===== src/acs_map.svh =====
`ifndef ACS_MAP_SVH
`define ACS_MAP_SVH

// ----------------------------------------------------------------------
// clock and conversion timing
// ----------------------------------------------------------------------
`define ACS_CLK_FREQ_MHZ 40
`define ACS_CONV_TIME_NS 1000
// least time, so round up to whole cycles, never below one
`define ACS_CONV_CYC_RAW ((`ACS_CONV_TIME_NS * `ACS_CLK_FREQ_MHZ + 999) / 1000)
`define ACS_CONV_CYC ((`ACS_CONV_CYC_RAW < 1) ? 1 : `ACS_CONV_CYC_RAW)

// ----------------------------------------------------------------------
// control field encodings
// ----------------------------------------------------------------------
`define ACS_MODE_ONESHOT 1'h0
`define ACS_MODE_SCAN 1'h1
`define ACS_ACLK_SAME_AS_DIGITAL 1'h1
`define ACS_GO_WRITE_VALUE 1'h1

// ----------------------------------------------------------------------
// reset values
// ----------------------------------------------------------------------
`define ACS_RST_FLAG 1'h0
`define ACS_RST_STATUS 1'h0

`endif


===== src/acs_pkg.sv =====
package acs_pkg;

	// ------------------------------------------------------------------
	// sequencer states
	// ------------------------------------------------------------------
	typedef enum logic [1:0] {
		ACS_IDLE,
		ACS_NORMAL,
		ACS_INJECT
	} acs_state_t;

	// control mode of the main configuration register
	typedef logic acs_mode_t;

endpackage : acs_pkg


===== src/acs_xtrig_if.sv =====
`timescale 1ns/1ps

// ----------------------------------------------------------------------
// trigger link between cross trigger unit and converter
// ----------------------------------------------------------------------
interface acs_xtrig_if #(
	parameter int CHW = 3
);
	logic req;
	logic [CHW-1:0] chan;
	logic ack;
	logic acceptEn;

	modport dev (
		input req,
		input chan,
		output ack,
		output acceptEn
	);

	modport xtu (
		output req,
		output chan,
		input ack,
		input acceptEn
	);
endinterface : acs_xtrig_if


===== src/acs_adc_sequencer.sv =====
`timescale 1ns/1ps
`include "acs_map.svh"

// Summary of operation
// - software enables trigger acceptance before trigger channels
// - software disables trigger channels before clearing acceptance
// - enabled trigger channels keep requesting continuously
// - one-shot mode takes chain from channel select
// - go starts chain in ascending channel order
// - status go bit high during normal chain
// - software starts chain only when status idle
// - cancel sets injected done flag, self clears
// - software never aborts before a conversion starts
// - toggling acceptance enable restores trigger service
// - analog clock stops in power-down or idle
// - clock select one keeps analog clock running
// - scan cancel clears start, restart after done
// - trigger unit presents one trigger at once

module acs_adc_sequencer #(
	parameter int NCH = 8,
	parameter int CHW = 3
) (
	input wire logic clk_sys,
	input wire logic rst_b,
	acs_xtrig_if.dev xt,
	input wire logic xtrigAcceptEn,
	input wire acs_pkg::acs_mode_t convMode,
	input wire logic scanStart,
	input wire logic normalSeqGo,
	input wire logic abortConv,
	input wire logic cancelSequence,
	input wire logic [NCH-1:0] normalChannelSelect0,
	input wire logic powerDown,
	input wire logic analogClkSel,
	input wire logic clrNormalSeqDone,
	input wire logic clrInjectedSeqDone,
	output logic normalSeqGoStatus,
	output logic cancelSequencePending,
	output logic normalSeqDoneFlag,
	output logic injectedSeqDoneFlag,
	output logic convValid,
	output logic convInjected,
	output logic [CHW-1:0] convChannel,
	output logic analogClkEn,
	output logic busy
);
	import acs_pkg::*;

	localparam logic [15:0] CONV_LAST = 16'(`ACS_CONV_CYC - 1);

	// ------------------------------------------------------------------
	// state
	// ------------------------------------------------------------------
	typedef struct packed {
		acs_state_t state;
		logic [CHW-1:0] chIdx;
		logic [CHW-1:0] resumeIdx;
		logic [CHW-1:0] injChan;
		logic [NCH-1:0] mask;
		logic [15:0] cnt;
		logic normalActive;
		logic cancelBit;
		logic nDone;
		logic jDone;
		logic ack;
		logic acceptEn;
		logic clkEn;
		logic cValid;
		logic cInj;
		logic [CHW-1:0] cChan;
		logic bsy;
	} acs_dev_state_t;

	acs_dev_state_t r;
	acs_dev_state_t next_r;

	// ------------------------------------------------------------------
	// lowest enabled channel at or above a start index
	// ------------------------------------------------------------------
	function automatic logic [CHW:0] acs_find(input logic [NCH-1:0] m, input int from);
		logic [CHW:0] res;
		res = '0;
		for (int i = NCH - 1; i >= 0; i--) begin
			if (m[i] && i >= from) begin
				res = {1'b1, CHW'(i)};
			end
		end
		return res;
	endfunction : acs_find

	// ------------------------------------------------------------------
	// sequencing
	// ------------------------------------------------------------------
	always_comb begin
		logic take;
		logic convDone;
		logic [CHW:0] hit;
		logic [CHW:0] first;
		take = 1'b0;
		convDone = 1'b0;
		hit = '0;
		first = acs_find(normalChannelSelect0, 0);
		next_r = r;
		next_r.ack = 1'b0;
		next_r.cValid = 1'b0;
		next_r.cInj = 1'b0;
		// clears first, so an event in the same cycle wins below
		if (clrNormalSeqDone) begin
			next_r.nDone = 1'b0;
		end
		if (clrInjectedSeqDone) begin
			next_r.jDone = 1'b0;
		end
		// acceptance follows the enable; no latched blocking state exists
		next_r.acceptEn = xtrigAcceptEn;
		// one request at a time, taken once, never while an injection runs
		take = r.acceptEn & xt.req & ~r.ack & (r.state != ACS_INJECT) & ~r.cancelBit;
		convDone = abortConv | (r.cnt == CONV_LAST);
		case (r.state)
			ACS_IDLE: begin
				if (take) begin
					next_r.state = ACS_INJECT;
					next_r.injChan = xt.chan;
					next_r.cnt = '0;
					next_r.ack = 1'b1;
				end else if (normalSeqGo == `ACS_GO_WRITE_VALUE) begin
					// chain channels come straight from select register 0
					next_r.mask = normalChannelSelect0;
					if (first[CHW]) begin
						next_r.state = ACS_NORMAL;
						next_r.normalActive = 1'b1;
						next_r.chIdx = first[CHW-1:0];
						next_r.cnt = '0;
					end else begin
						// empty chain ends at once
						next_r.nDone = 1'b1;
					end
				end
			end
			ACS_NORMAL: begin
				if (take) begin
					// the running normal channel is aborted and restored later
					next_r.resumeIdx = r.chIdx;
					next_r.state = ACS_INJECT;
					next_r.injChan = xt.chan;
					next_r.cnt = '0;
					next_r.ack = 1'b1;
				end else if (convDone) begin
					next_r.cValid = ~abortConv;
					next_r.cChan = r.chIdx;
					hit = acs_find(r.mask, int'(r.chIdx) + 1);
					next_r.cnt = '0;
					if (hit[CHW]) begin
						next_r.chIdx = hit[CHW-1:0];
					end else begin
						next_r.nDone = 1'b1;
						// scan repeats from the lowest channel while start holds
						if (convMode == `ACS_MODE_SCAN && scanStart && first[CHW]) begin
							next_r.mask = normalChannelSelect0;
							next_r.chIdx = first[CHW-1:0];
						end else begin
							next_r.state = ACS_IDLE;
							next_r.normalActive = 1'b0;
						end
					end
				end else begin
					next_r.cnt = r.cnt + 16'h0001;
				end
			end
			ACS_INJECT: begin
				if (convDone) begin
					next_r.cValid = ~abortConv;
					next_r.cInj = 1'b1;
					next_r.cChan = r.injChan;
					next_r.jDone = 1'b1;
					next_r.cnt = '0;
					if (r.normalActive) begin
						next_r.state = ACS_NORMAL;
						next_r.chIdx = r.resumeIdx;
					end else begin
						next_r.state = ACS_IDLE;
					end
				end else begin
					next_r.cnt = r.cnt + 16'h0001;
				end
			end
			default: begin
				next_r.state = ACS_IDLE;
				next_r.normalActive = 1'b0;
			end
		endcase
		// cancel ends everything, even from idle, so nothing stays blocked
		if (r.cancelBit) begin
			next_r.state = ACS_IDLE;
			next_r.normalActive = 1'b0;
			next_r.cnt = '0;
			next_r.cValid = 1'b0;
			next_r.jDone = 1'b1;
			next_r.cancelBit = 1'b0;
		end
		// a fresh cancel request wins over the self clear
		if (cancelSequence) begin
			next_r.cancelBit = 1'b1;
		end
		// analog clock always runs when select is one, else only outside power-down and idle
		next_r.clkEn = analogClkSel == `ACS_ACLK_SAME_AS_DIGITAL ? 1'b1 :
			(~powerDown & (next_r.state != ACS_IDLE));
		// busy is registered so the output needs no gate after the flops
		next_r.bsy = next_r.normalActive | (next_r.state == ACS_INJECT);
	end

	// go requests while a chain runs are dropped to keep channel order
	// (software is expected to poll the status bit first)

	// ------------------------------------------------------------------
	// state register
	// ------------------------------------------------------------------
	always_ff @(posedge clk_sys or negedge rst_b) begin
		if (!rst_b) begin
			r <= '0;
			r.state <= ACS_IDLE;
			r.nDone <= `ACS_RST_FLAG;
			r.jDone <= `ACS_RST_FLAG;
			r.normalActive <= `ACS_RST_STATUS;
		end else begin
			r <= next_r;
		end
	end

	// ------------------------------------------------------------------
	// outputs, all straight from the state register
	// ------------------------------------------------------------------
	assign xt.ack = r.ack;
	assign xt.acceptEn = r.acceptEn;
	assign normalSeqGoStatus = r.normalActive;
	assign cancelSequencePending = r.cancelBit;
	assign normalSeqDoneFlag = r.nDone;
	assign injectedSeqDoneFlag = r.jDone;
	assign convValid = r.cValid;
	assign convInjected = r.cInj;
	assign convChannel = r.cChan;
	assign analogClkEn = r.clkEn;
	// chain active or injection running, registered from the next state so in step with the state register
	assign busy = r.bsy;

endmodule : acs_adc_sequencer


===== src/flat_wrapper.sv =====
// flat-port wrapper written by rule: the top's interface ports become plain ports
module acs_adc_sequencer_flat import acs_pkg::*;
#(
	parameter int NCH = 8,
	parameter int CHW = 3
)
  (clk_sys, rst_b, xtrigAcceptEn, convMode, scanStart, normalSeqGo, abortConv, cancelSequence, normalChannelSelect0, powerDown, analogClkSel, clrNormalSeqDone, clrInjectedSeqDone, normalSeqGoStatus, cancelSequencePending, normalSeqDoneFlag, injectedSeqDoneFlag, convValid, convInjected, convChannel, analogClkEn, busy, xt_req, xt_chan, xt_ack, xt_acceptEn);
  acs_xtrig_if #(.CHW(CHW)) xt_i ();
  input wire logic clk_sys;
  input wire logic rst_b;
  input wire logic xtrigAcceptEn;
  input wire acs_pkg::acs_mode_t convMode;
  input wire logic scanStart;
  input wire logic normalSeqGo;
  input wire logic abortConv;
  input wire logic cancelSequence;
  input wire logic [NCH-1:0] normalChannelSelect0;
  input wire logic powerDown;
  input wire logic analogClkSel;
  input wire logic clrNormalSeqDone;
  input wire logic clrInjectedSeqDone;
  output logic normalSeqGoStatus;
  output logic cancelSequencePending;
  output logic normalSeqDoneFlag;
  output logic injectedSeqDoneFlag;
  output logic convValid;
  output logic convInjected;
  output logic [CHW-1:0] convChannel;
  output logic analogClkEn;
  output logic busy;
  input wire logic [$bits(xt_i.req)-1:0] xt_req;
  input wire logic [$bits(xt_i.chan)-1:0] xt_chan;
  output wire logic [$bits(xt_i.ack)-1:0] xt_ack;
  output wire logic [$bits(xt_i.acceptEn)-1:0] xt_acceptEn;
  assign xt_i.req = xt_req;
  assign xt_i.chan = xt_chan;
  assign xt_ack = xt_i.ack;
  assign xt_acceptEn = xt_i.acceptEn;
  acs_adc_sequencer #(.NCH(NCH), .CHW(CHW)) u_core (.clk_sys(clk_sys), .rst_b(rst_b), .xt(xt_i), .xtrigAcceptEn(xtrigAcceptEn), .convMode(convMode), .scanStart(scanStart), .normalSeqGo(normalSeqGo), .abortConv(abortConv), .cancelSequence(cancelSequence), .normalChannelSelect0(normalChannelSelect0), .powerDown(powerDown), .analogClkSel(analogClkSel), .clrNormalSeqDone(clrNormalSeqDone), .clrInjectedSeqDone(clrInjectedSeqDone), .normalSeqGoStatus(normalSeqGoStatus), .cancelSequencePending(cancelSequencePending), .normalSeqDoneFlag(normalSeqDoneFlag), .injectedSeqDoneFlag(injectedSeqDoneFlag), .convValid(convValid), .convInjected(convInjected), .convChannel(convChannel), .analogClkEn(analogClkEn), .busy(busy));
endmodule

===== config.mk =====
export PLATFORM = sky130hd
export DESIGN_NAME = acs_adc_sequencer_flat
export DESIGN_NICKNAME = d
export VERILOG_FILES = /design/src/acs_pkg.sv /design/src/acs_xtrig_if.sv /design/src/acs_adc_sequencer.sv /design/src/flat_wrapper.sv
export VERILOG_INCLUDE_DIRS = /design/src
export SDC_FILE = /design/constraint.sdc
export NUM_CORES = 1
export LEC_CHECK = 0
export ABC_AREA = 1
export BUFFER_PORTS_ARGS = -buffer_cell sky130_fd_sc_hd__buf_2
export CAP_MARGIN = 5
export CORE_ASPECT_RATIO = 0.8
export CORE_MARGIN = 2
export CORE_UTILIZATION = 40
export CTS_CLUSTER_SIZE = 28
export DETAILED_ROUTE_END_ITERATION = 12
export GPL_TIMING_DRIVEN = 1
export PLACE_DENSITY_LB_ADDON = 0.25
export SLEW_MARGIN = 40
export SYNTH_ARGS = -nofsm -noshare
export SYNTH_HDL_FRONTEND = slang
export SYNTH_SLANG_ARGS = --single-unit
export TNS_END_PERCENT = 50

===== constraint.sdc =====
create_clock -name clk_sys -period 2.2 [get_ports clk_sys]
set_clock_uncertainty 0.1 [all_clocks]
set_input_delay 0.22 -clock clk_sys [delete_from_list [all_inputs] [get_ports clk_sys]]
set_output_delay 0.22 -clock clk_sys [all_outputs]
set_load 0.05 [all_outputs]

# Word-level counts from Yosys, hierarchy flattened
# Index checks and enable logic that the tools add are counted.
[word_totals] input_bits=24 ff_bits=48
[op_classes] reduce_logical=23 order_cmp=8 mux=82 bitwise_logic=11 addsub=2 n_eq_ne=19
[ops] operator="greater-or-equal comparator 4 x 32 -> 1 bit (first input constant)" n=4
[ops] operator="two-way mux 4 bit" n=19
[ops] operator="greater-or-equal comparator 3 x 32 -> 1 bit (first input constant)" n=2
[ops] operator="two-way mux 16 bit" n=3
[ops] operator="one-hot mux 16 bit (3 select lines)" n=1
[ops] operator="two-way mux 8 bit" n=5
[ops] operator="greater-or-equal comparator 1 x 32 -> 1 bit (first input constant)" n=1
[ops] operator="greater-or-equal comparator 2 x 32 -> 1 bit (first input constant)" n=1
[ops] operator="two-way mux 3 bit" n=9
[ops] operator="two-way mux 1 bit" n=25
[ops] operator="two-way mux 25 bit" n=1
[ops] operator="two-way mux 5 bit" n=5
[ops] operator="one-hot mux 11 bit (2 select lines)" n=1
[ops] operator="two-way mux 18 bit" n=1
[ops] operator="two-way mux 17 bit" n=1
[ops] operator="adder 16 x 1 -> 16 bit (second input constant)" n=1
[ops] operator="== test 16 x 6 -> 1 bit (second input constant)" n=1
[ops] operator="!= test 2 x 1 -> 1 bit (second input constant)" n=7
[ops] operator="logical AND 1 bit" n=10
[ops] operator="two-way mux 2 bit" n=5
[ops] operator="!= test 2 bit (second input constant)" n=5
[ops] operator="one-hot mux 3 bit (3 select lines)" n=1
[ops] operator="AND reduction 9 bit" n=1
[ops] operator="AND reduction 7 bit" n=1
[ops] operator="21 further kinds" n=34

# Longest topological paths before layout
[depth] ltp_word=22 mapped_depth=18 mapped_depth_nobuf=18

# Least setup slack after synthesis
# No wires, ideal clock.
[synth_path] kind="register -> register" start="register u_core.r[46] (netlist name)" end="register u_core.r[24] (netlist name)" synth_period_minus_slack_ps=2138 slack_ps=62 arrival_time_ps=1914 required_ps=1975 path_stages_with_launch=16 path_buffers=0 cell_sequence="dfrtp_1 inv_1 ha_1 or2_1 nor2_2 nand2_2 inv_2 nand2_2 nand2_2 nor2_1 nand3_1 inv_2 nor2_4 inv_2 o21ai_2 a21boi_1"
[synth_between] elab_chain_cells=6
[synth_lines] element="start: declaration" line_no="acs_adc_sequencer.sv:75" rtl="acs_dev_state_t r;"
[synth_lines] element="start signal: assignment" line_no="acs_adc_sequencer.sv:227" rtl="r <= next_r;"
[synth_lines] element="!= test 2 bit" line_no="acs_adc_sequencer.sv:118" rtl="take = r.acceptEn & xt.req & ~r.ack & (r.state != ACS_INJECT) & ~r.cancelBit;"
[synth_lines] element="bitwise AND 1 bit (2 in series)" line_no="acs_adc_sequencer.sv:118"
[synth_lines] element="two-way mux 16 bit, on equally long branches" line_no="acs_adc_sequencer.sv:142, acs_adc_sequencer.sv:122"
[synth_lines] element="one-hot mux 16 bit (3 select lines)" line_no="acs_adc_sequencer.sv:120" rtl="case (r.state)"
[synth_lines] element="two-way mux 18 bit" line_no="acs_adc_sequencer.sv:194" rtl="if (r.cancelBit) begin"
# Several ways; a longest one is shown, not always the timed one.
# A chain may end at the register's enable or synchronous reset.

# Final worst setup path
[layout_path] start="register u_core.r[43] (netlist name)" end="register u_core.r[29] (netlist name)"
[layout_between] elab_chain_cells=16
[layout_lines] element="adder 3 x 1 -> 4 bit (*)" line_no="acs_adc_sequencer.sv:152" rtl="hit = acs_find(r.mask, int'(r.chIdx) + 1);"
[layout_lines] element="greater-or-equal comparator 4 x 32 -> 1 bit" line_no="acs_adc_sequencer.sv:85" rtl="if (m[i] && i >= from) begin"
[layout_lines] element="logical AND 1 bit" line_no="acs_adc_sequencer.sv:85"
[layout_lines] element="two-way mux 4 bit (7 in series)" line_no="acs_adc_sequencer.sv:85"
[layout_lines] element="two-way mux 4 bit (*)" line_no="acs_adc_sequencer.sv:85"
[layout_lines] element="two-way mux 4 bit (*)" line_no="acs_adc_sequencer.sv:149" rtl="end else if (convDone) begin"
[layout_lines] element="two-way mux 4 bit (*)" line_no="acs_adc_sequencer.sv:142" rtl="if (take) begin"
[layout_lines] element="two-way mux 4 bit (*)" line_no="acs_adc_sequencer.sv:120"
[layout_lines] element="!= test 2 bit (no line) (*)"
[layout_lines] element="AND reduction 7 bit (no line) (*)"
# Every way passes the cells marked *; elsewhere a longest branch is shown, timed or not. The select of a mux whose other input is x is not followed.

==> flow_metrics.py <==
metrics = {
    "floorplan": {
        "die_area_um2": 8010,
        "initial_core_util_pct": 41.8,
        "num_io_pins": 37,
        "die_w_um": 99.6,
        "die_h_um": 80.4,
        "fp-row-count": 27,
        "core_um2": 6990,
    },
    "synthesis": {
        "avgSynthCellArea_um2": 7.42,
        "synth_edf_count": 0,
        "post-synth-top-count-cell": "nand2_1",
        "synth_top_area_share_pct": 41.1,
        "synth.distinct_cells": 35,
        "postSynthCellCount": 394,
        "ys_seq_area_share_pct": 41.1,
        "yosys_warnings": 0,
        "ys_ff_latch": 48,
        "synthArstFlopShare_pct": 100,
        "syn-cell-area_um2": 2920,
        "yosysTopAreaCell": "dfrtp_1",
        "yosys_most_used_dff": "dfrtp_1",
        "yosys-top-cells-area": "dfrtp_1 (41%), nand2_1 (14%), inv_1 (6.9%)",
        "synth_fp_nets": 427,
        "synth_common_cells": "nand2_1 (110), inv_1 (54), dfrtp_1 (48)",
    },
    "grt": {
        "overflow": 0,
        "antenna_found_initial": 0,
        "grt_pass1_wl_um": 11600,
        "grt_max_degree": 27,
        "grt_pass1_vias": 2573,
        "track_usage_pct": 18.2,
    },
    "final_layout": {
        "n_antenna_cell": 0,
        "nets": 506,
        "drive_gt1_share_pct": 34.6,
        "area_delta_synth_final_pct": 31.9,
    },
    "clock_network": {
        "path_clk_slew_ns": 0.09,
        "numCtsBuffers": 5,
        "root_buffer": "clkbuf_8",
        "clk_path_buf_depth": 2,
        "clk_latency_ns": 0.30,
        "h-tree-depth": 2,
        "cts_sinks": 48,
        "tritoncts": "yes",
    },
    "power": {
        "cellPowerDensity_nw_per_um2": 848,
        "vdd_drop_max_mv": 0.377,
        "power_leakage_nw": 1.89,
        "power_mw": 3.27,
    },
    "worst_setup_path": {
        "crit_type": "reg2reg",
        "critical_path.max_fanout": 8,
        "cp_data_arrival_time_ns": 2.25,
        "rr_worst_depth": 13,
        "critPathLaunchType": "flip-flop",
        "cp-end-kind": "flip-flop",
        "cp-startpoint": "u_core.r[43]$_DFFE_PN0P_",
        "required_ns": 2.30,
        "r2r_start": "u_core.r[43]$_DFFE_PN0P_",
    },
    "timing": {
        "tightest_slew_ns": 0.558,
        "period_share_pct": 98.0,
        "relSlewSlack_pct": 62.8,
        "rsz0062_at_grt": "yes",
        "slew_violations": 0,
        "max_freq_mhz": 464,
        "min_period_ns": 2.16,
        "finalSetupViolCount": 0,
        "layout_setup_ws_ns": 0.0436,
        "hold_viol": 0,
    },
    "run": {
        "maxCapViolations": 0,
    },
    "drt": {
        "drt-total-wl_um": 7160,
        "top_layer_used": "met4",
        "drtIter0Drc": 147,
        "wl_met2_um": 3320,
        "post_drt_wl_per_cell_um": 12.8,
        "vias": 2752,
        "route.detailed.drc": 0,
        "vias_per_cell": 4.91,
        "ant_nets": 0,
        "routed-wl-met3_um": 257,
        "dr.pass1.iters": 4,
        "wl_met1_um": 3530,
    },
    "hold_path": {
        "min_path_cells": 2,
        "hp-class": "in2reg",
        "min_from": "clrInjectedSeqDone",
    },
    "placed_design": {
        "dpl.hpwl_um": 5280,
        "dpl_worst_slack_ns": -0.107,
        "place.gp.congestion": 0.854,
        "port_buffers": 36,
    },
    "status": {
        "status": "complete, no violations",
    },
}
-- layout by cell type (no fill, tap or decap), types with 2 or more instances in the layout --
cell type	n
nor3_2	2
inv_1	47
ha_4	3
o21ai_1	4
ha_2	2
clkinvlp_4	2
xor2_1	2
nor2_4	6
nor3_4	2
buf_4	32
nor2_2	4
nand3_2	6
o21ai_2	10
nand2_4	4
a21oi_1	19
nand2_2	17
inv_4	3
clkbuf_8	6
dfrtp_2	2
buf_6	3
dfrtp_1	46
nand4_1	6
nor3_1	8
o21ai_0	15
buf_2	36
nand3_4	3
nor3b_1	2
o21ai_4	3
nor2_1	33
inv_2	11
ha_1	4
nand2_1	98
dlygate4sd3_1	4
nand3_1	16
-- critical path: stages (launching register included) --
cell and delay [ns]:
dfrtp_2 0.48, inv_4 0.09, ha_4 0.13, inv_2 0.04, nor2_4 0.14, nor2_4 0.05, o21ai_4 0.17, nand3_4 0.09
nor2_4 0.17, inv_2 0.07, o21ai_4 0.21, nand2_4 0.14, nand2_2 0.11, o21ai_2 0.05
-- registers in the layout, indices dropped and copies added, names as in the netlist --
register                      count
u_core.analogClkEn                1
u_core.busy                       1
u_core.cancelSequencePending      1
u_core.convChannel                3
u_core.convInjected               1
u_core.convValid                  1
u_core.injectedSeqDoneFlag        1
u_core.normalSeqDoneFlag          1
u_core.normalSeqGoStatus          1
u_core.r                         35
u_core.xt.acceptEn                1
u_core.xt.ack                     1
-- path summary, 6_finish.rpt --
kind | end | slack, ns
setup / recovery | u_core.r[29]$_DFFE_PN0P_ | 0.04
hold / removal | u_core.injectedSeqDoneFlag$_DFF_PN0_ | 0.006
setup reg to reg | u_core.r[29]$_DFFE_PN0P_ | 0.04
hold reg to reg | u_core.r[37]$_DFFE_PN0P_ | 0.39
max in group asynchronous | u_core.r[26]$_DFFE_PN0P_ | 1.14
min in group asynchronous | u_core.normalSeqDoneFlag$_DFF_PN0_ | 0.33
-- cell families (layout without fill, tap and decap cells) --
kind of cell,after synthesis,count (layout),synth area share (%)
compound gates,59,59,12.3
xor+xnor,2,2,0.600
flops,48,48,41.1
fa+ha+maj,9,9,3.85
buf+inv,66,145,9.16
simple gates,210,211,33.0
-- layer usage --
metal,global-route usage [%],up-vias
met4,4.66,0
met2,30.4,50
met5,0,-
met1,24.6,1275
li1,-,1419
met3,3.05,8
-- layout make-up --
class,instances,area (um^2)
multi-input combinational,281,1690
fill,656,3140
inverter,61,236
clock buffer,6,82.6
sequential,48,1200
tap,87,109
timing repair buffer,76,514
clock inverter,2,15.0
-- through the flow --
step | hold slack [ns] | cells | TNS (ns) | cell area (um^2) | utilization, %
after floorplan | -0.176 | 394 | 0 | 2920 | -
after global placement | 0.142 | 530 | 0 | 3320 | 47.5
after detailed placement | 0.148 | 530 | -0.712 | 3320 | 47.5
after CTS | 0.00300 | 546 | 0 | 3510 | 50.2
after global routing | 0.0101 | 561 | -0.745 | 3850 | 55.1
final | 0.00602 | 561 | 0 | 3850 | 55.1
-- where the power goes --
part / switching [mW] / internal, mW
clock: 0.310 / 0.255
combinational: 0.901 / 0.615
sequential: 0.150 / 1.04
total: 1.36 / 1.91
-- what timing repair did --
action                     4_1_cts  5_1_grt
resized for setup                6       66
setup endpoints to repair       10       33
hold buffers                     4        0
pin swaps                        1       35
hold endpoints to repair        25        0
cloned                           1        0
setup buffers                    3       16
No activity file was read; power rests on OpenSTA's default activity.
